--- src/shared/ulmcs_consts.svh ---
// Register offsets, field positions, reset values and counts of the line and modem control block
`ifndef ULMCS_CONSTS_SVH
`define ULMCS_CONSTS_SVH

// ----------------------------------------------------------------
// Register offsets
// ----------------------------------------------------------------
`define ULMCS_OFS_DATA      3'h0
`define ULMCS_OFS_IER       3'h1
`define ULMCS_OFS_ALT_FUNC  3'h2
`define ULMCS_OFS_LINE_CTRL 3'h3
`define ULMCS_OFS_MODEM_CTL 3'h4
`define ULMCS_OFS_LINE_STAT 3'h5
`define ULMCS_OFS_MODEM_STA 3'h6

// ----------------------------------------------------------------
// line_control fields
// ----------------------------------------------------------------
`define ULMCS_LC_PAR_EN     3
`define ULMCS_LC_EVEN       4
`define ULMCS_LC_FORCE      5
`define ULMCS_LC_BREAK      6
`define ULMCS_LC_DIV_ACC    7

// ----------------------------------------------------------------
// modem_control fields
// ----------------------------------------------------------------
`define ULMCS_MC_DTR        0
`define ULMCS_MC_RTS        1
`define ULMCS_MC_AUX1       2
`define ULMCS_MC_AUX2       3
`define ULMCS_MC_LOOP       4
`define ULMCS_MC_XON_ANY    5
`define ULMCS_MC_IR         6
`define ULMCS_MC_PRESC      7

// ----------------------------------------------------------------
// interrupt_enable_reg and alternate_function fields
// ----------------------------------------------------------------
`define ULMCS_IE_THR        1
`define ULMCS_IE_MODEM      3
`define ULMCS_AF_MF_LO      1
`define ULMCS_AF_MF_HI      2
`define ULMCS_MF_AUX2       2'h0
`define ULMCS_MF_BAUD       2'h1
`define ULMCS_MF_RXRDY      2'h2

// ----------------------------------------------------------------
// Reset values and counts
// ----------------------------------------------------------------
`define ULMCS_RST_REG8      8'h00
`define ULMCS_PRESC_LAST    2'h3
`define ULMCS_FIFO_FULL     5'h10

`endif

--- src/shared/ulmcs_pkg.sv ---
// Types shared by the line and modem control block
package ulmcs_pkg;

	// One receive FIFO slot: character plus its error tags
	typedef struct packed {
		logic       brk;
		logic       frm;
		logic       par;
		logic [7:0] data;
	} ulmcs_rx_entry_s;

	typedef logic [2:0] ulmcs_addr_t;
	typedef logic [3:0] ulmcs_ptr_t;
	typedef logic [4:0] ulmcs_count_t;

endpackage : ulmcs_pkg

--- src/hw/ulmcs_ctrl.sv ---
// Line control, modem control, line status and modem status logic of one serial channel
`timescale 1ns/100ps
`include "ulmcs_consts.svh"
// What this block does
// Parity odd when select bit 0, even when 1, same for transmit and receive.
// Forced parity sends and expects mark when select 0, space when select 1.
// Break bit holds the transmit line at space until software clears it.
// Divisor-access bit swaps data registers for divisor latches at the same addresses.
// Active-low DTR and RTS pins are the inverse of their control bits.
// Multi-function pin shows inverse of aux bit two only when select is 00.
// Aux one has no pin; in loopback it feeds ring, aux two feeds carrier.
// Control bit 4 selects internal loopback; zero is normal operation.
// Xon-any resumes halted transmit on any character; flow characters are not stored.
// Infrared enable routes the line through encoder and decoder; IR output idles low.
// Prescaler select feeds the baud generator clock divided by one or four.
// Data-ready is set while any received character is held.
// Character arriving on a full FIFO sets overrun and is dropped.
// Parity and framing flags show the tags of the head character.
// Break character loaded once; further ones ignored until line returns to mark.
// Holding-empty sets when the shifter takes the byte, clears on host load.
// Transmitter-empty only when holding register and shifter are both empty.
// FIFO error summary set while any stored character carries an error tag.
// Delta CTS, DSR and CD set on any change; request interrupt when enabled.
// Delta ring sets only when the ring input goes from low to high.
// CTS and DSR status read inverted pins, or RTS and DTR bits in loopback.
// Ring and carrier status read inverted pins, or aux one and two in loopback.
// Reading modem status removes a pending modem status interrupt.
// Reading modem status clears all four delta flags.
module ulmcs_ctrl
	import ulmcs_pkg::*;
(
	input  wire logic        clk_i,
	input  wire logic        arst_n_i,
	// Register port
	input  wire ulmcs_addr_t addr_i,
	input  wire logic [7:0]  wr_data_i,
	input  wire logic        wr_en_i,
	input  wire logic        rd_en_i,
	output logic      [7:0]  rd_data_o,
	// Transmit datapath side
	input  wire logic        tx_serial_i,
	input  wire logic        tx_busy_i,
	input  wire logic        tx_take_i,
	input  wire logic        tx_halted_i,
	output logic      [7:0]  tx_data_o,
	output logic             tx_valid_o,
	output logic             tx_parity_o,
	output logic             tx_resume_o,
	// Receive datapath side
	input  wire logic        rx_char_valid_i,
	input  wire logic [7:0]  rx_char_data_i,
	input  wire logic        rx_parity_bit_i,
	input  wire logic        rx_stop_ok_i,
	input  wire logic        rx_flow_char_i,
	output logic             rx_serial_o,
	// Format and baud settings to the datapath
	output logic      [2:0]  frame_cfg_o,
	output logic             parity_en_o,
	output logic      [15:0] divisor_o,
	output logic             baud_ref_tick_o,
	// Serial and infrared pins
	input  wire logic        rx_i,
	input  wire logic        ir_rx_i,
	input  wire logic        ir_pulse_i,
	output logic             tx_o,
	output logic             ir_tx_o,
	// Modem pins
	input  wire logic        cts_n_i,
	input  wire logic        dsr_n_i,
	input  wire logic        ri_n_i,
	input  wire logic        cd_n_i,
	output logic             dtr_n_o,
	output logic             rts_n_o,
	output logic             mf_n_o,
	// Interrupt requests
	output logic             thr_irq_o,
	output logic             msr_irq_o
);

	// ----------------------------------------------------------------
	// Helpers
	// ----------------------------------------------------------------
	// Expected parity bit for a character under a given line_control
	function automatic logic par_bit(input logic [7:0] data, input logic [7:0] lc);
		logic ones_odd;
		ones_odd = ^data;
		if (lc[`ULMCS_LC_FORCE]) begin
			par_bit = ~lc[`ULMCS_LC_EVEN];
		end else if (lc[`ULMCS_LC_EVEN]) begin
			par_bit = ones_odd;
		end else begin
			par_bit = ~ones_odd;
		end
	endfunction : par_bit

	function automatic ulmcs_ptr_t ptr_inc(input ulmcs_ptr_t p);
		ptr_inc = p + 4'h1;
	endfunction : ptr_inc

	// ----------------------------------------------------------------
	// Registers and decode
	// ----------------------------------------------------------------
	logic [7:0]      line_control_reg;
	logic [7:0]      modem_control_reg;
	logic [7:0]      ier_reg;
	logic [7:0]      alternate_function_reg;
	logic [7:0]      divisor_low_reg;
	logic [7:0]      divisor_high_reg;
	logic [7:0]      tx_holding_reg;
	logic            tx_full_reg;
	logic            overrun_reg;
	logic            brk_hold_reg;
	logic [3:0]      delta_reg;
	logic [3:0]      stat_prev_reg;
	logic [1:0]      presc_cnt_reg;
	logic            tick_reg;
	logic            tx_parity_reg;
	logic            resume_reg;
	logic [7:0]      rd_data_reg;
	ulmcs_rx_entry_s rx_mem [16];
	ulmcs_ptr_t      rx_wr_ptr_reg;
	ulmcs_ptr_t      rx_rd_ptr_reg;
	ulmcs_count_t    rx_count_reg;
	ulmcs_count_t    rx_err_cnt_reg;

	logic            div_acc;
	logic            loop_en;
	logic            ir_en;
	logic            tx_line;
	logic            wr_data_sel;
	logic            wr_div_hi;
	logic            rd_data_sel;
	logic            rd_msr;
	logic            rd_lsr;
	logic [3:0]      stat_now;
	logic [3:0]      delta_set;
	logic            rx_full;
	logic            rx_is_break;
	logic            rx_accept;
	logic            rx_push;
	logic            rx_pop;
	ulmcs_rx_entry_s rx_new;
	ulmcs_rx_entry_s rx_head;
	logic [7:0]      line_status;
	logic [7:0]      modem_status;

	assign div_acc     = line_control_reg[`ULMCS_LC_DIV_ACC];
	assign loop_en     = modem_control_reg[`ULMCS_MC_LOOP];
	assign ir_en       = modem_control_reg[`ULMCS_MC_IR];
	// Divisor latches shadow the data and enable registers
	assign wr_data_sel = wr_en_i && addr_i == `ULMCS_OFS_DATA && !div_acc;
	assign wr_div_hi   = wr_en_i && addr_i == `ULMCS_OFS_IER && div_acc;
	assign rd_data_sel = rd_en_i && addr_i == `ULMCS_OFS_DATA && !div_acc;
	assign rd_msr      = rd_en_i && addr_i == `ULMCS_OFS_MODEM_STA;
	assign rd_lsr      = rd_en_i && addr_i == `ULMCS_OFS_LINE_STAT;

	// Software-written control registers
	always_ff @(posedge clk_i or negedge arst_n_i) begin
		if (!arst_n_i) begin
			line_control_reg       <= `ULMCS_RST_REG8;
			modem_control_reg      <= `ULMCS_RST_REG8;
			ier_reg                <= `ULMCS_RST_REG8;
			alternate_function_reg <= `ULMCS_RST_REG8;
			divisor_low_reg        <= `ULMCS_RST_REG8;
			divisor_high_reg       <= `ULMCS_RST_REG8;
		end else if (wr_en_i) begin
			unique case (addr_i)
				`ULMCS_OFS_DATA:      if (div_acc) divisor_low_reg <= wr_data_i;
				`ULMCS_OFS_IER:       if (wr_div_hi) divisor_high_reg <= wr_data_i;
				                      else ier_reg <= wr_data_i;
				`ULMCS_OFS_ALT_FUNC:  alternate_function_reg <= wr_data_i;
				`ULMCS_OFS_LINE_CTRL: line_control_reg <= wr_data_i;
				`ULMCS_OFS_MODEM_CTL: modem_control_reg <= wr_data_i;
				default:              ;
			endcase
		end
	end

	assign frame_cfg_o = line_control_reg[2:0];
	assign parity_en_o = line_control_reg[`ULMCS_LC_PAR_EN];
	assign divisor_o   = {divisor_high_reg, divisor_low_reg};

	// ----------------------------------------------------------------
	// Transmit side
	// ----------------------------------------------------------------
	// Holding register; a host load in the same cycle as a take keeps it full
	always_ff @(posedge clk_i or negedge arst_n_i) begin
		if (!arst_n_i) begin
			tx_holding_reg <= `ULMCS_RST_REG8;
			tx_full_reg    <= 1'b0;
			tx_parity_reg  <= 1'b0;
		end else begin
			if (wr_data_sel) begin
				tx_holding_reg <= wr_data_i;
				tx_parity_reg  <= par_bit(wr_data_i, line_control_reg);
				tx_full_reg    <= 1'b1;
			end else if (tx_take_i) begin
				tx_full_reg    <= 1'b0;
			end else if (tx_full_reg) begin
				tx_parity_reg  <= par_bit(tx_holding_reg, line_control_reg);
			end
		end
	end

	assign tx_data_o   = tx_holding_reg;
	assign tx_valid_o  = tx_full_reg;
	assign tx_parity_o = tx_parity_reg;
	assign thr_irq_o   = ier_reg[`ULMCS_IE_THR] && !tx_full_reg;

	// Break forces space ahead of both the pin and the loopback path
	assign tx_line = tx_serial_i && !line_control_reg[`ULMCS_LC_BREAK];
	// Pin rests at mark while the line is looped back or sent as light
	assign tx_o    = tx_line || loop_en || ir_en;
	// Encoder lights only during the pulse slot of a space bit, so idle is dark
	assign ir_tx_o = ir_en && !loop_en && !tx_line && ir_pulse_i;
	assign rx_serial_o = loop_en ? tx_line : (ir_en ? !ir_rx_i : rx_i);

	// Prescaler for the baud generator reference
	always_ff @(posedge clk_i or negedge arst_n_i) begin
		if (!arst_n_i) begin
			presc_cnt_reg <= 2'h0;
			tick_reg      <= 1'b0;
		end else begin
			presc_cnt_reg <= presc_cnt_reg + 2'h1;
			tick_reg      <= !modem_control_reg[`ULMCS_MC_PRESC] || presc_cnt_reg == `ULMCS_PRESC_LAST;
		end
	end

	assign baud_ref_tick_o = tick_reg;

	// ----------------------------------------------------------------
	// Receive FIFO with error tags
	// ----------------------------------------------------------------
	assign rx_full     = rx_count_reg == `ULMCS_FIFO_FULL;
	assign rx_is_break = !rx_stop_ok_i && rx_char_data_i == 8'h00 &&
	                     !(parity_en_o && rx_parity_bit_i);
	// Flow characters flagged by the datapath are always consumed, whatever the control bits
	assign rx_accept   = rx_char_valid_i && !rx_flow_char_i && !brk_hold_reg;
	assign rx_push     = rx_accept && !rx_full;
	assign rx_pop      = rd_data_sel && rx_count_reg != 5'h00;
	assign rx_head     = rx_mem[rx_rd_ptr_reg];

	always_comb begin
		rx_new.data = rx_char_data_i;
		rx_new.frm  = !rx_stop_ok_i;
		rx_new.par  = parity_en_o && rx_parity_bit_i != par_bit(rx_char_data_i, line_control_reg);
		rx_new.brk  = rx_is_break;
	end

	// Storage array; only written on push so no reset is needed
	always_ff @(posedge clk_i) begin
		if (rx_push) begin
			rx_mem[rx_wr_ptr_reg] <= rx_new;
		end
	end

	// Pointers, fill level and count of tagged entries
	always_ff @(posedge clk_i or negedge arst_n_i) begin
		if (!arst_n_i) begin
			rx_wr_ptr_reg  <= 4'h0;
			rx_rd_ptr_reg  <= 4'h0;
			rx_count_reg   <= 5'h00;
			rx_err_cnt_reg <= 5'h00;
		end else begin
			if (rx_push) rx_wr_ptr_reg <= ptr_inc(rx_wr_ptr_reg);
			if (rx_pop) rx_rd_ptr_reg <= ptr_inc(rx_rd_ptr_reg);
			rx_count_reg   <= rx_count_reg + {4'h0, rx_push} - {4'h0, rx_pop};
			rx_err_cnt_reg <= rx_err_cnt_reg + {4'h0, rx_push && (rx_new.par || rx_new.frm || rx_new.brk)}
			                  - {4'h0, rx_pop && (rx_head.par || rx_head.frm || rx_head.brk)};
		end
	end

	// Overrun is sticky until the line status is read; a new event wins
	always_ff @(posedge clk_i or negedge arst_n_i) begin
		if (!arst_n_i) begin
			overrun_reg <= 1'b0;
		end else if (rx_accept && rx_full) begin
			overrun_reg <= 1'b1;
		end else if (rd_lsr) begin
			overrun_reg <= 1'b0;
		end
	end

	// One break character per break; rearmed when the line goes back to mark
	always_ff @(posedge clk_i or negedge arst_n_i) begin
		if (!arst_n_i) begin
			brk_hold_reg <= 1'b0;
		end else if (rx_push && rx_is_break) begin
			brk_hold_reg <= 1'b1;
		end else if (rx_serial_o) begin
			brk_hold_reg <= 1'b0;
		end
	end

	// Xon-any: any received character restarts a halted transmitter
	always_ff @(posedge clk_i or negedge arst_n_i) begin
		if (!arst_n_i) begin
			resume_reg <= 1'b0;
		end else begin
			resume_reg <= modem_control_reg[`ULMCS_MC_XON_ANY] && rx_char_valid_i && tx_halted_i;
		end
	end

	assign tx_resume_o = resume_reg;

	// ----------------------------------------------------------------
	// Line status
	// ----------------------------------------------------------------
	always_comb begin
		line_status[0] = rx_count_reg != 5'h00;
		line_status[1] = overrun_reg;
		line_status[2] = line_status[0] && rx_head.par;
		line_status[3] = line_status[0] && rx_head.frm;
		line_status[4] = line_status[0] && rx_head.brk;
		line_status[5] = !tx_full_reg;
		line_status[6] = !tx_full_reg && !tx_busy_i;
		line_status[7] = rx_err_cnt_reg != 5'h00;
	end

	// ----------------------------------------------------------------
	// Modem status
	// ----------------------------------------------------------------
	// Order is cts, dsr, ri, cd, matching the delta bits
	always_comb begin
		stat_now[0] = loop_en ? modem_control_reg[`ULMCS_MC_RTS]  : !cts_n_i;
		stat_now[1] = loop_en ? modem_control_reg[`ULMCS_MC_DTR]  : !dsr_n_i;
		stat_now[2] = loop_en ? modem_control_reg[`ULMCS_MC_AUX1] : !ri_n_i;
		stat_now[3] = loop_en ? modem_control_reg[`ULMCS_MC_AUX2] : !cd_n_i;
	end

	// Ring counts only its falling status, which is the pin's rising edge
	assign delta_set = {stat_now[3] ^ stat_prev_reg[3],
	                    stat_prev_reg[2] && !stat_now[2],
	                    stat_now[1:0] ^ stat_prev_reg[1:0]};

	// Deltas are sticky; a change in the reading cycle survives the clear
	always_ff @(posedge clk_i or negedge arst_n_i) begin
		if (!arst_n_i) begin
			stat_prev_reg <= 4'h0;
			delta_reg     <= 4'h0;
		end else begin
			stat_prev_reg <= stat_now;
			delta_reg     <= (rd_msr ? 4'h0 : delta_reg) | delta_set;
		end
	end

	assign modem_status = {stat_now, delta_reg};
	assign msr_irq_o    = ier_reg[`ULMCS_IE_MODEM] && delta_reg != 4'h0;

	// ----------------------------------------------------------------
	// Pins and read port
	// ----------------------------------------------------------------
	assign dtr_n_o = !modem_control_reg[`ULMCS_MC_DTR];
	assign rts_n_o = !modem_control_reg[`ULMCS_MC_RTS];

	// Multi-function pin; the reserved select parks it inactive high
	always_comb begin
		unique case (alternate_function_reg[`ULMCS_AF_MF_HI:`ULMCS_AF_MF_LO])
			`ULMCS_MF_AUX2:  mf_n_o = !modem_control_reg[`ULMCS_MC_AUX2];
			`ULMCS_MF_BAUD:  mf_n_o = !tick_reg;
			`ULMCS_MF_RXRDY: mf_n_o = !line_status[0];
			default:         mf_n_o = 1'b1;
		endcase
	end

	// Read data registered, valid the cycle after the strobe
	always_ff @(posedge clk_i or negedge arst_n_i) begin
		if (!arst_n_i) begin
			rd_data_reg <= 8'h00;
		end else if (rd_en_i) begin
			unique case (addr_i)
				`ULMCS_OFS_DATA:      rd_data_reg <= div_acc ? divisor_low_reg : rx_head.data;
				`ULMCS_OFS_IER:       rd_data_reg <= div_acc ? divisor_high_reg : ier_reg;
				`ULMCS_OFS_ALT_FUNC:  rd_data_reg <= alternate_function_reg;
				`ULMCS_OFS_LINE_CTRL: rd_data_reg <= line_control_reg;
				`ULMCS_OFS_MODEM_CTL: rd_data_reg <= modem_control_reg;
				`ULMCS_OFS_LINE_STAT: rd_data_reg <= line_status;
				`ULMCS_OFS_MODEM_STA: rd_data_reg <= modem_status;
				default:              rd_data_reg <= 8'h00;
			endcase
		end
	end

	assign rd_data_o = rd_data_reg;

	// ----------------------------------------------------------------
	// Checks
	// ----------------------------------------------------------------
	property p_force_parity;
		@(posedge clk_i) disable iff (!arst_n_i)
		(wr_data_sel && line_control_reg[`ULMCS_LC_FORCE]) |=> tx_parity_o == !$past(line_control_reg[`ULMCS_LC_EVEN]);
	endproperty
	a_force_parity: assert property (p_force_parity) else $error("forced parity bit wrong");

	property p_break_space;
		@(posedge clk_i) disable iff (!arst_n_i)
		(line_control_reg[`ULMCS_LC_BREAK] && !loop_en && !ir_en) |-> !tx_o;
	endproperty
	a_break_space: assert property (p_break_space) else $error("break not driving space");

	property p_dtr_write;
		@(posedge clk_i) disable iff (!arst_n_i)
		(wr_en_i && addr_i == `ULMCS_OFS_MODEM_CTL) |=> dtr_n_o == !$past(wr_data_i[`ULMCS_MC_DTR]);
	endproperty
	a_dtr_write: assert property (p_dtr_write) else $error("dtr pin not following control write");

	property p_presc_four;
		@(posedge clk_i) disable iff (!arst_n_i)
		(baud_ref_tick_o && modem_control_reg[`ULMCS_MC_PRESC] && $past(modem_control_reg[`ULMCS_MC_PRESC]))
		|=> !baud_ref_tick_o;
	endproperty
	a_presc_four: assert property (p_presc_four) else $error("prescaler ticks too often");

	property p_ready_push;
		@(posedge clk_i) disable iff (!arst_n_i)
		(rx_push && !rx_pop) |=> line_status[0] && rx_count_reg == $past(rx_count_reg) + 5'h01;
	endproperty
	a_ready_push: assert property (p_ready_push) else $error("push did not raise data ready");

	property p_overrun;
		@(posedge clk_i) disable iff (!arst_n_i)
		(rx_accept && rx_full) |=> overrun_reg && rx_wr_ptr_reg == $past(rx_wr_ptr_reg);
	endproperty
	a_overrun: assert property (p_overrun) else $error("overrun not flagged or fifo written");

	property p_temt;
		@(posedge clk_i) disable iff (!arst_n_i)
		line_status[6] |-> !tx_valid_o && !tx_busy_i;
	endproperty
	a_temt: assert property (p_temt) else $error("transmitter empty while holding a character");

	property p_ring_edge;
		@(posedge clk_i) disable iff (!arst_n_i)
		(!loop_en && $past(!loop_en) && $rose(ri_n_i)) |=> delta_reg[2];
	endproperty
	a_ring_edge: assert property (p_ring_edge) else $error("ring end not flagged");

	property p_msr_clear;
		@(posedge clk_i) disable iff (!arst_n_i)
		(rd_msr && delta_set == 4'h0) |=> delta_reg == 4'h0 && !msr_irq_o;
	endproperty
	a_msr_clear: assert property (p_msr_clear) else $error("modem status read did not clear deltas");

endmodule : ulmcs_ctrl

--- config.mk ---
export PLATFORM = sky130hd
export DESIGN_NAME = ulmcs_ctrl
export DESIGN_NICKNAME = d
export VERILOG_FILES = /design/src/shared/ulmcs_pkg.sv /design/src/hw/ulmcs_ctrl.sv
export VERILOG_INCLUDE_DIRS = /design/src /design/src/shared
export SDC_FILE = /design/constraint.sdc
export NUM_CORES = 1
export LEC_CHECK = 0
export BUFFER_PORTS_ARGS = -buffer_cell sky130_fd_sc_hd__buf_2
export CORE_ASPECT_RATIO = 0.8
export CORE_MARGIN = 1.5
export CORE_UTILIZATION = 39
export DETAILED_ROUTE_END_ITERATION = 10
export HOLD_SLACK_MARGIN = 0.15
export PLACE_DENSITY = 0.66
export SLEW_MARGIN = 20
export SYNTH_ARGS = -nofsm -noshare
export SYNTH_HDL_FRONTEND = slang
export SYNTH_SLANG_ARGS = --single-unit
--- constraint.sdc ---
create_clock -name clk_i -period 3.1 [get_ports clk_i]
set_input_delay 0.155 -clock clk_i [delete_from_list [all_inputs] [get_ports clk_i]]
set_output_delay 0.155 -clock clk_i [all_outputs]
set_load 0.03 [all_outputs]
# Word-level counts from Yosys, hierarchy flattened
# Memory sizes are Yosys's and may differ from the RTL's.
# Index checks and enable logic that the tools add are counted.
totals:
  ram_bits: 176
  mem_count: 1
  out_inout_bits: 48
  reg_bits: 98
memory_table:
  columns: ["memory", "depth", "word_bits", "rd", "rd_ports_with_merged_regs", "wr", "line_no", "rtl"]
  rows:
  - ["rx_mem", 16, 11, 1, 0, 1, "ulmcs_ctrl.sv:120", "ulmcs_rx_entry_s rx_mem [16];"]
op_classes:
  n_addsub: 7
  n_mux: 28
  reduce_logical: 83
  bitwise_logic: 8
  eq_ne: 12
op_table:
  columns: ["op", "n"]
  rows:
  - ["$pmux 8 s7", 1]
  - ["$logic_and 1x1->1", 33]
  - ["$reduce_xor 8->1", 3]
  - ["$logic_not 1->1", 23]
  - ["$mux 1", 23]
  - ["$mux 8", 2]
  - ["$add 5x1->5", 2]
  - ["$reduce_bool 5->1", 2]
  - ["$sub 5x1->5", 2]
  - ["$eq 3x3->1 const B", 3]
  - ["$reduce_and 3->1", 3]
  - ["$add 4x1->4 const B", 2]
  - ["$logic_not 8->1", 1]
  - ["$reduce_and 2->1", 4]
  - ["$reduce_bool 2->1", 4]
  - ["$logic_or 1x1->1", 7]
  - ["$eq 3x2->1 const B", 2]
  - ["$eq 5x5->1 const B", 1]
  - ["$not 1->1", 5]
  - ["$eq 2x2->1 const B", 2]
  - ["$mux 4", 1]
  - ["$or 4x4->4", 1]
  - ["$reduce_bool 4->1", 1]
  - ["$eq 3x1->1 const B", 1]
  - ["9 further kinds", 9]

# Logic depth before layout (Yosys ltp)
# Gate-level depths: netlist of run 1.
logic_depth:
  depth_word: 11
  depth_mapped: 16
  mapped_depth_nobuf: 15

# Worst setup path before layout of run 1
# No wires, ideal clock.
synth_timing:
  path_kind: "in2reg"
  start: "input rx_char_data_i[6]"
  end: "register rx_err_cnt_reg[4]"
  setup_ns: 0.123
  arrival_ns: 3.343
  slack_ns: -0.366
  path_stages: 15
  required_time_ns: 2.977
  path_cell_list: "inv_1 ha_1 xnor2_1 xnor2_1 or3_1 a21boi_0 o21ai_0 ha_1 inv_1 ha_1 fa_1 a21oi_1 nor2_1 nor2_1 xnor2_1"
synth_lines:
  columns: ["item", "line_no", "rtl"]
  rows:
  - ["from (decl)", "ulmcs_ctrl.sv:51", "input wire logic [7:0] rx_char_data_i,"]
  - ["to (signal assigned)", "ulmcs_ctrl.sv:268", "rx_err_cnt_reg <= rx_err_cnt_reg + {4'h0, rx_push && (rx_new.par || rx_new.frm || rx_new.brk)}"]
  - ["to (decl)", "ulmcs_ctrl.sv:124", "ulmcs_count_t rx_err_cnt_reg;"]

# Final worst setup path of run 1
layout_timing:
  start: "register rx_rd_ptr_reg[1]"
  end: "register rx_err_cnt_reg[4]"
layout_between:
  elab_chain_len: 5
layout_rtl:
  columns: ["item", "line_no", "rtl"]
  rows:
  - ["from (decl)", "ulmcs_ctrl.sv:122", "ulmcs_ptr_t rx_rd_ptr_reg;"]
  - ["from (signal assigned)", "ulmcs_ctrl.sv:266", "if (rx_pop) rx_rd_ptr_reg <= ptr_inc(rx_rd_ptr_reg);"]
  - ["$mem_v2 16x11 *", null, null]
  - ["$logic_or 1x1->1", "ulmcs_ctrl.sv:269", "- {4'h0, rx_pop && (rx_head.par || rx_head.frm || rx_head.brk)};"]
  - ["$logic_or 1x1->1 *", "ulmcs_ctrl.sv:269", null]
  - ["$logic_and 1x1->1 *", "ulmcs_ctrl.sv:269", null]
  - ["$sub 5x1->5 *", "ulmcs_ctrl.sv:269", null]
# Every way passes the cells marked *; elsewhere a longest branch is shown, timed or not.
# A chain may end at the register's enable or synchronous reset.

==> results of run 1 <==
-- stage by stage --
step / setup slack, ns / cell area, µm² / setup TNS (ns)
2_1_floorplan: 0.00281 / 11800 / 0
3_3_place_gp: 0.0168 / 13200 / 0
3_5_place_dp: -0.00545 / 13200 / -0.00545
4_1_cts: 0.0110 / 14500 / 0
5_1_grt: -0.0696 / 14500 / -0.0696
6_report: 0.0846 / 14500 / 0
-- worst max-delay path, delay by kind of cell, from the launching register on --
family          cells  cell delay, ns
fa+ha+maj           3            0.79
buf+inv             1            0.04
mux                 2            0.84
xor+xnor            1            0.13
simple gates        3            0.33
compound gates      3            0.36
flops               1            0.44
-- layer usage --
metal	track usage (%)	share of wire (%)	up-vias
met3	3.73	7.2	47
met5	0	0	-
met2	28.1	45	245
li1	-	-	3148
met4	4.62	2.0	0
met1	27.7	46	3609
-- path summary, 6_finish.rpt --
| kind | cells after the start | endpoint | startpoint |
|---|---|---|---|
| worst max-delay path | 13 | rx_err_cnt_reg[4]$_DFF_PN0_ | rx_rd_ptr_reg[1]$_DFFE_PN0P_ |
| worst min register to register | 1 | presc_cnt_reg[0]$_DFF_PN0_ | presc_cnt_reg[0]$_DFF_PN0_ |
| min in group asynchronous | 2 | tx_resume_o$_DFF_PN0_ | arst_n_i |
| worst min-delay path | 4 | brk_hold_reg$_DFFE_PN0P_ | rx_i |
| max in group asynchronous | 3 | delta_reg[2]$_DFF_PN0_ | arst_n_i |
| worst max register to register | 13 | rx_err_cnt_reg[4]$_DFF_PN0_ | rx_rd_ptr_reg[1]$_DFFE_PN0P_ |
-- where the power goes --
group          leakage (nW)  switching, mW  total [mW]  internal (mW)
Sequential             2.78          0.447        4.88           4.43
Clock                 0.490           1.45        3.64           2.19
Combinational          2.35           1.89        3.62           1.73
Total                  5.62           3.78        12.1           8.35
-- synthesized netlist by cell type, drive strengths merged (4+ instances only) --
master | number | area share (%)
a211oi | 5 | 0.32
a21oi | 17 | 0.72
a222oi | 5 | 0.42
a22oi | 5 | 0.32
buf | 24 | 1.1
clkbuf | 12 | 0.38
dfrtp | 98 | 21
edfxtp | 176 | 45
ha | 22 | 2.3
inv | 36 | 1.1
mux2 | 59 | 5.6
mux2i | 20 | 1.7
mux4 | 51 | 9.8
nand2 | 37 | 1.2
nand2b | 7 | 0.37
nand3 | 10 | 0.42
nor2 | 31 | 0.99
nor2b | 11 | 0.58
nor3 | 9 | 0.42
o211ai | 6 | 0.38
o21ai | 19 | 0.81
o22ai | 4 | 0.21
xnor2 | 30 | 2.2
xor2 | 6 | 0.45
-- repair_timing --
| item | CTS | global route |
|---|---|---|
| hold endpoints to repair | 270 | 0 |
| endpoints found under the setup margin | 1 | 2 |
| hold buffers | 29 | 0 |
| pin swaps | 0 | 4 |
| resized for setup | 2 | 10 |
-- area by class of cell --
cell class              instances  area, µm²
clock buffers                  34        764
clock inverters                20        250
fillers                      2501      15000
inverters                      37        139
multi-input cells             385       3810
flip-flops and latches        274       7740
well taps                     406        508
repair buffers                186       1300
-- logic make-up (layout without fill, tap and decap cells) --
group           after synthesis  in the layout
simple gates                119            119
buf+inv                      73            277
flops                       274            274
mux                         130            130
fa+ha+maj                    24             24
compound gates               76             76
xor+xnor                     36             36
==> metrics.csv, run 1 <==
stage,metric,value,unit
global_route,grt-ovfl-total,0,
clocking,cts_tree,built,
synth,synth_top_family_by_area,multiplexers,
final_layout,postLayoutCoreUtil,49.2,%
final_layout,num_antenna_cells,0,
final_layout,top_register,rx_mem,
synth,yosysWarnings,0,
outcome,status,finished clean,
final_layout,final_cells,1342,
routing,wl,28900,µm
setup_path,r2r_setup_slack,0.08,ns
clocking,post_cts_buffers,0,
floorplan,start_util,39.9,%
clocking,clk_pin_slew,0.06,ns
setup_path,worstPathRequired,3.56,ns
clocking,htree_levels,1,
final_layout,layout-drive-gt1-share,35.9,%
setup_path,cp_cell_sequence,mux4_2 -> mux2_4 -> nor3_4 -> a31oi_1 -> o21a_1 -> ha_1 -> inv_1 -> ha_2 -> fa_2 -> a21oi_2 -> nor2_1 -> nor2_1 -> xnor2_1,
routing,viasPerCell,5.25,
sta,hold_viol_final,0,
sta,setup_viol,0,
global_route,antenna_found_initial,0,
clocking,clk-insertion-delay-late,0.55,ns
final_layout,final_common_cell,edfxtp_1,
routing,firstDrtPassIters,5,
routing,antenna_left,0,
floorplan,die_h,158,µm
final_layout,final_nets,975,
setup_path,slowest_delay,0.52,ns
routing,routedWlPerCell,21.5,µm
setup_path,crit_top_cell,nor2_1,
final_layout,syn_to_final_growth,23.2,%
floorplan,core,29500,µm²
synth,synth_xor_area_share,2.68,%
setup_path,start_kind,flop,
place,finalWeightedCongestion,0.934,
routing,drcViolationCount,0,
min_path,min_path_type,input pin to flop,
synth,synth_edf_count,176,
pwr,p_per_area,836,nW/µm²
setup_path,path_class,flop to flop,
routing,via_count,7049,
place,hpwl,20100,µm
synth,netlist_area,11800,µm²
clocking,cts_buffers,29,
pwr,ir_drop,0.597,mV
clocking,cts_root_buffer,clkbuf_16,
synth,synth_mux_area_share,17.1,%
pwr,power.leakage,5.62,nW
synth,synth_top_flop_cell,edfxtp_1,
sta,max_freq,332,MHz
routing,first_iter_violations,548,
global_route,grt_usage,18.6,%
flow_run,maxCapViolCount,0,
final_layout,final_cell_mix,"edfxtp_1 (176), dfrtp_1 (96), buf_2 (83)",
clocking,clock_sinks,274,
sta,fin_crit,3.02,ns
synth,netlist_instances,732,
global_route,grt_pass1_wl,43100,µm
final_layout,largest_reg_flops,176,
floorplan,dieWidth,197,µm
sta,relSlewSlack,30.8,%
sta,skew,0.0110,ns
setup_path,worstPathMaxFanout,4,
floorplan,ioPinCount,86,
synth,syn-num-nets,794,
synth,ys_async_sr_fraction,35.8,%
setup_path,crit_path_end_kind,flop,
global_route,grt_start_max_net_pins,55,
pwr,power,12.1,mW
synth,synth-seq-cells,274,
sta,timing.final.crit_share,97.3,%
clocking,clk_path_buf_depth,3,
floorplan,die_area,31300,µm²
setup_path,cpMaxStageDelayCell,mux4_2,
synth,yosys.area_share.adder,2.68,%
setup_path,cp.arrival,3.48,ns
global_route,grt_pass1_vias,7066,
sta,drv_slew,0,
sta,whs,0.182,ns
synth,avgSynthCellArea,16.1,µm²
place,port_buffers,85,
place,dp_cells,1259,
synth,yosys.cell_types.count,51,
synth,synth_simple_gate_area_share,4.94,%
sta,rsz0062_at_grt,yes,
synth,synth_compound_gate_area_share,4.24,%
sta,tightest_slew,1.04,ns
floorplan,rows,56,
synth,ys_seq_area_share,65.7,%
No activity file was read; power rests on OpenSTA's default activity.
==> run 2, diff against run 1 <==
CORE_UTILIZATION = 54   (was 39)
PLACE_DENSITY = 0.84   (was 0.66)
==> run 2 against run 1 <==
  * The run now ends with negative setup slack left
  * Largest cell class unchanged
  * Critical path depth rose by 1
  * Highest routed layer unchanged
  * Utilization rose by 17 points
  * Wire length fell by 0.94%
  * Hold slack got worse by 0.013 ns
  * Maximum frequency fell by 4.2%
  * Register-to-register slack got worse by 0.13 ns
  * Global-route usage rose by 7.2 points
  * Non-clock buffer count fell by 8
  * Cell area fell by 2.4%
  * Clock skew rose by 0.0039 ns
  * Clock power fell by 11%
  * Worst setup slack got worse by 0.13 ns
==> metrics.csv, run 2 (synthesized netlist as in run 1, its figures left out) <==
stage,metric,value,unit
final_layout,syn_to_final_growth,20.3,%
sta,hold_viol_final,0,
final_layout,final_cell_area,14200,µm²
pwr,clkPwrFrac,27.1,%
setup_path,start_kind,flop,
setup_path,crit_path_end_kind,flop,
clocking,cts_buffers,26,
sta,fin_crit,3.15,ns
final_layout,top_register,rx_mem,
global_route,antenna_found_initial,0,
setup_path,cpMaxStageDelayCell,mux4_2,
routing,wl,28600,µm
routing,first_iter_violations,860,
min_path,min_path_type,input pin to flop,
clocking,clk_pin_slew,0.07,ns
setup_path,worstPathMaxFanout,4,
clocking,clk-insertion-delay-late,0.53,ns
setup_path,cp.arrival,3.61,ns
floorplan,rows,48,
floorplan,core,21500,µm²
sta,setup_viol,1,
global_route,grt_start_max_net_pins,99,
routing,viasPerCell,6.07,
clocking,clock_sinks,274,
clocking,cts_root_buffer,clkbuf_16,
setup_path,cp_cell_sequence,buf_6 -> buf_4 -> mux4_2 -> mux2i_2 -> a31oi_2 -> o21a_1 -> ha_4 -> inv_2 -> ha_4 -> fa_2 -> a21oi_2 -> nor2_1 -> nor2_1 -> xnor2_1,
clocking,cts_tree,built,
pwr,power.share.combinational,32.1,%
routing,antenna_left,0,
sta,rsz0062_at_grt,yes,
floorplan,dieWidth,168,µm
final_layout,layout-drive-gt1-share,34.3,%
floorplan,start_util,54.8,%
routing,via_count,7270,
global_route,grt_pass1_wl,43500,µm
sta,relSlewSlack,42.0,%
flow_run,maxCapViolCount,0,
sta,fin_ws,-0.0462,ns
pwr,p_sw,3.75,mW
final_layout,num_antenna_cells,0,
clocking,htree_levels,1,
final_layout,final_cell_mix,"edfxtp_1 (176), dfrtp_1 (96), buf_2 (82)",
final_layout,final_nets,964,
sta,tightest_slew,0.867,ns
outcome,violations,negative setup slack,
outcome,status,"complete, but fails checks",
pwr,ir_drop,0.408,mV
place,hpwl,18500,µm
setup_path,crit_buf_inv,3,
place,post_dp_cell_area,12900,µm²
pwr,p_per_area,842,nW/µm²
clocking,clk_path_buf_depth,3,
floorplan,die_area,22700,µm²
setup_path,path_class,flop to flop,
sta,drv_slew,0,
pwr,seqPwrFrac,40.8,%
sta,max_freq,318,MHz
global_route,grt-ovfl-total,0,
setup_path,worstPathRequired,3.56,ns
floorplan,die_h,135,µm
pwr,power.leakage,5.49,nW
place,port_buffers,85,
global_route,grt_usage,25.8,%
sta,skew,0.0149,ns
setup_path,slowest_delay,0.50,ns
setup_path,critPathTopFamily,adder cells,
routing,routedWlPerCell,23.9,µm
place,finalWeightedCongestion,0.925,
pwr,swShare,31.5,%
final_layout,largest_reg_flops,176,
pwr,p_int,8.17,mW
sta,timing.final.crit_share,101,%
routing,firstDrtPassIters,5,
place,pre_cts_ws,-0.0880,ns
routing,drcViolationCount,0,
global_route,grt_pass1_vias,7319,
final_layout,final_common_cell,edfxtp_1,
floorplan,ioPinCount,86,
[run 2: cell type report]
type | instances | area (µm²)
flip-flops and latches | 274 | 7740
fillers | 1441 | 7330
multi-input cells | 385 | 3840
repair buffers | 178 | 1240
clock buffers | 33 | 698
well taps | 275 | 344
clock inverters | 15 | 166
inverters | 37 | 139
[run 2: stage by stage]
stage	hold slack, ns	power, mW	cells	utilization [%]	setup TNS [ns]
after floorplan	-0.141	7.33	732	-	0
after global placement	0.249	8.31	1115	59.8	0
after detailed placement	0.254	8.45	1115	59.8	-0.0880
after CTS	0.161	11.8	1195	65.5	-0.0397
after global routing	0.174	12.4	1197	65.9	-0.193
final	0.169	11.9	1197	65.9	-0.0462
[run 2: worst min-delay path, cell delays in order]
cell,delay [ns]
buf_2,0.11
a211oi_1,0.06
buf_4,0.18
[run 2: final timing paths]
check / startpoint / to / slack (ns) / cells past startpoint
worst max-delay path: rx_rd_ptr_reg[0]$_DFFE_PN0P_ / rx_err_cnt_reg[4]$_DFF_PN0_ / -0.05 / 14
worst min-delay path: rx_parity_bit_i / rx_mem[14][10]$_DFFE_PP_ / 0.17 / 3
worst max register to register: rx_rd_ptr_reg[0]$_DFFE_PN0P_ / rx_err_cnt_reg[4]$_DFF_PN0_ / -0.05 / 14
worst min register to register: presc_cnt_reg[0]$_DFF_PN0_ / presc_cnt_reg[0]$_DFF_PN0_ / 0.42 / 1
max in group asynchronous: arst_n_i / rx_rd_ptr_reg[1]$_DFFE_PN0P_ / 2.45 / 3
min in group asynchronous: arst_n_i / divisor_high_reg[3]$_DFFE_PN0P_ / 0.20 / 3
[run 2: metal layers]
layer	routed length, µm	vias to the layer above	global-route usage [%]
li1	-	3115	-
met1	11700	3693	37.2
met2	13400	398	41.0
met3	2850	64	5.51
met4	619	0	5.95
met5	0	-	0
[run 2: repair_timing]
action | 4_1_cts | 5_1_grt
setup buffers | 3 | 2
hold endpoints to repair | 300 | 0
gates resized for setup | 8 | 14
hold buffers | 29 | 0
pin swaps | 7 | 11
setup endpoints to repair | 2 | 3
[run 2: power by group through the flow]
stage	registers, mW	clock network, mW	logic (mW)
6_report	4.87	3.23	3.83
5_1_grt	4.91	3.39	4.13
4_1_cts	4.85	3.25	3.72
3_5_place_dp	4.93	0	3.52
3_3_place_gp	4.90	0	3.41
2_1_floorplan	5.02	0	2.31
==> run 3, diff against run 2 <==
ABC_CLOCK_PERIOD_IN_PS = 3100   (was not set)
PLACE_DENSITY = 0.85   (was 0.84)
==> run 3 against run 2 <==
  * Register-to-register slack hardly changed
  * Worst setup slack better by 0.0045 ns
  * Largest cell class unchanged
  * Sequential power about the same
  * Critical path depth down 2
  * Critical endpoint is now rx_err_cnt_reg[2]$_DFF_PN0_
  * Count of clock-buffer cells in the layout up 5
  * Cell area decreased by 0.52%
  * Global-route usage decreased by 0.89 points
  * Largest power group unchanged
  * Wire length shrank 0.84%
  * First-iteration DRC count shrank 3.5%
  * Highest routed layer unchanged
  * Power down 2.1%
  * The flow still finishes with violations (negative setup slack)
==> metrics.csv, run 3 (synthesized netlist as in run 1, its figures left out) <==
stage,metric,value,unit
outcome,status,"complete, but fails checks",
outcome,violations,negative setup slack,
global_route,grt_pass1_vias,7146,
final_layout,final_common_cell,edfxtp_1,
final_layout,multi_input_area,3810,µm²
clocking,clock_sinks,274,
floorplan,die_area,22700,µm²
routing,routedWlPerCell,23.7,µm
routing,viasPerCell,6.07,
routing,drcViolationCount,0,
pwr,power.share.combinational,31.3,%
sta,max_freq,318,MHz
floorplan,ioPinCount,86,
routing,first_iter_violations,830,
sta,fin_ws,-0.0417,ns
clocking,clk-insertion-delay-late,0.54,ns
flow_run,maxCapViolCount,0,
pwr,ir_drop,0.490,mV
clocking,htree_levels,1,
clocking,cts_tree,built,
place,hpwl,18900,µm
routing,antenna_left,0,
routing,via_count,7263,
clocking,cts_root_buffer,clkbuf_16,
setup_path,worstPathMaxFanout,7,
final_layout,seqCellArea,7740,µm²
floorplan,dieWidth,168,µm
clocking,cts_buffers,27,
floorplan,start_util,54.8,%
place,finalWeightedCongestion,0.996,
pwr,power,11.7,mW
sta,whs,0.138,ns
sta,tightest_slew,0.864,ns
global_route,grt_pass1_wl,41900,µm
pwr,p_per_area,828,nW/µm²
clocking,clk_path_buf_depth,3,
sta,skew,0.0162,ns
final_layout,final_cell_mix,"edfxtp_1 (176), dfrtp_1 (96), buf_2 (83)",
place,pre_cts_ws,-0.145,ns
floorplan,die_h,135,µm
setup_path,start_kind,flop,
sta,hold_viol_final,0,
min_path,min_path_type,input pin to flop,
pwr,p_sw,3.70,mW
setup_path,worstPathRequired,3.50,ns
final_layout,top_register,rx_mem,
floorplan,rows,48,
pwr,clkPwrFrac,27.1,%
final_layout,final_cells,1197,
pwr,seqPwrFrac,41.5,%
routing,wl,28300,µm
floorplan,core,21500,µm²
routing,firstDrtPassIters,5,
sta,timing.final.crit_share,101,%
pwr,p_int,7.98,mW
sta,setup_viol,2,
setup_path,crit_path_end_kind,flop,
final_layout,layout-drive-gt1-share,34.3,%
setup_path,path_class,flop to flop,
final_layout,syn_to_final_growth,19.7,%
final_layout,nFillCells,1441,
final_layout,largest_reg_flops,176,
pwr,swShare,31.7,%
global_route,antenna_found_initial,1,
sta,fin_crit,3.14,ns
place,dp_cells,1115,
sta,relSlewSlack,42.2,%
place,port_buffers,85,
sta,drv_slew,0,
global_route,grt_usage,24.9,%
pwr,power.leakage,5.49,nW
global_route,grt_start_max_net_pins,56,
sta,rsz0062_at_grt,yes,
global_route,grt-ovfl-total,0,
final_layout,final_nets,962,
clocking,clk_pin_slew,0.06,ns
setup_path,cp.arrival,3.55,ns
run 3: cell types whose count changed in the layout (fill, tap and decap cells not counted), sizes merged:
cell	before	now
bufinv	4	1
dlygate4sd3	29	28
clkbuf	34	38
buf	148	147
clkinv	10	9
diode	0	1
inv	36	37
run 3: layout make-up:
class                           instances  share of cell area, %
Clock inverter                         12                  0.621
Multi-Input combinational cell        385                   27.0
Inverter                               37                  0.985
Antenna cell                            1                 0.0178
Clock buffer                           38                   5.51
Tap cell                              275                   2.44
Timing Repair Buffer                  175                   8.46
Sequential cell                       274                   54.9
run 3: worst max-delay path, cell delays in order, from the launching register on:
cell and delay [ns]:
dfrtp_2 0.48, buf_4 0.18, mux4_2 0.52, mux2i_1 0.20, a31oi_1 0.15, o21a_1 0.20
ha_1 0.27, inv_1 0.04, ha_2 0.19, fa_2 0.38, buf_4 0.14, buf_4 0.12
xor2_1 0.13
run 3: path summary, 6_finish.rpt:
path                       slack, ns  cells past startpoint                    startpoint                               to
max                            -0.04                     12  rx_rd_ptr_reg[0]$_DFFE_PN0P_      rx_err_cnt_reg[2]$_DFF_PN0_
min                             0.14                      4                          rx_i         brk_hold_reg$_DFFE_PN0P_
max reg2reg                    -0.04                     12  rx_rd_ptr_reg[0]$_DFFE_PN0P_      rx_err_cnt_reg[2]$_DFF_PN0_
min reg2reg                     0.43                      1    presc_cnt_reg[0]$_DFF_PN0_       presc_cnt_reg[0]$_DFF_PN0_
max in group asynchronous       2.17                      3                      arst_n_i     rx_wr_ptr_reg[2]$_DFFE_PN0P_
min in group asynchronous       0.22                      2                      arst_n_i  divisor_high_reg[0]$_DFFE_PN0P_
run 3: power groups by stage:
stage                     registers (mW)  clock network [mW]  logic, mW
after global placement              4.88                   0       3.39
final                               4.85                3.17       3.66
after CTS                           4.83                3.19       3.59
after detailed placement            4.90                   0       3.50
after floorplan                     5.02                   0       2.31
after global routing                4.89                3.34       3.91
run 3: what timing repair did:
| item | 4_1_cts | 5_1_grt |
|---|---|---|
| hold endpoints to repair | 256 | 0 |
| buffers inserted | 0 | 3 |
| hold buffers | 28 | 0 |
| pin swaps | 1 | 6 |
| resized for setup | 3 | 8 |
| endpoints found under the setup margin | 1 | 1 |
run 3: stage by stage:
stage	TNS (ns)	util (%)	cell area, µm²
finish	-0.0758	65.6	14100
CTS	0	65.2	14000
global placement	0	59.8	12900
detailed placement	-0.145	59.8	12900
global route	-0.212	65.6	14100
floorplan	0	-	11800
run 3: routing by layer:
metal | share of wire [%] | track usage (%) | vias to the layer above
li1 | - | - | 3107
met2 | 46 | 38.7 | 406
met5 | 0 | 0 | -
met4 | 2.7 | 7.09 | 0
met3 | 9.9 | 5.42 | 61
met1 | 41 | 36.2 | 3689
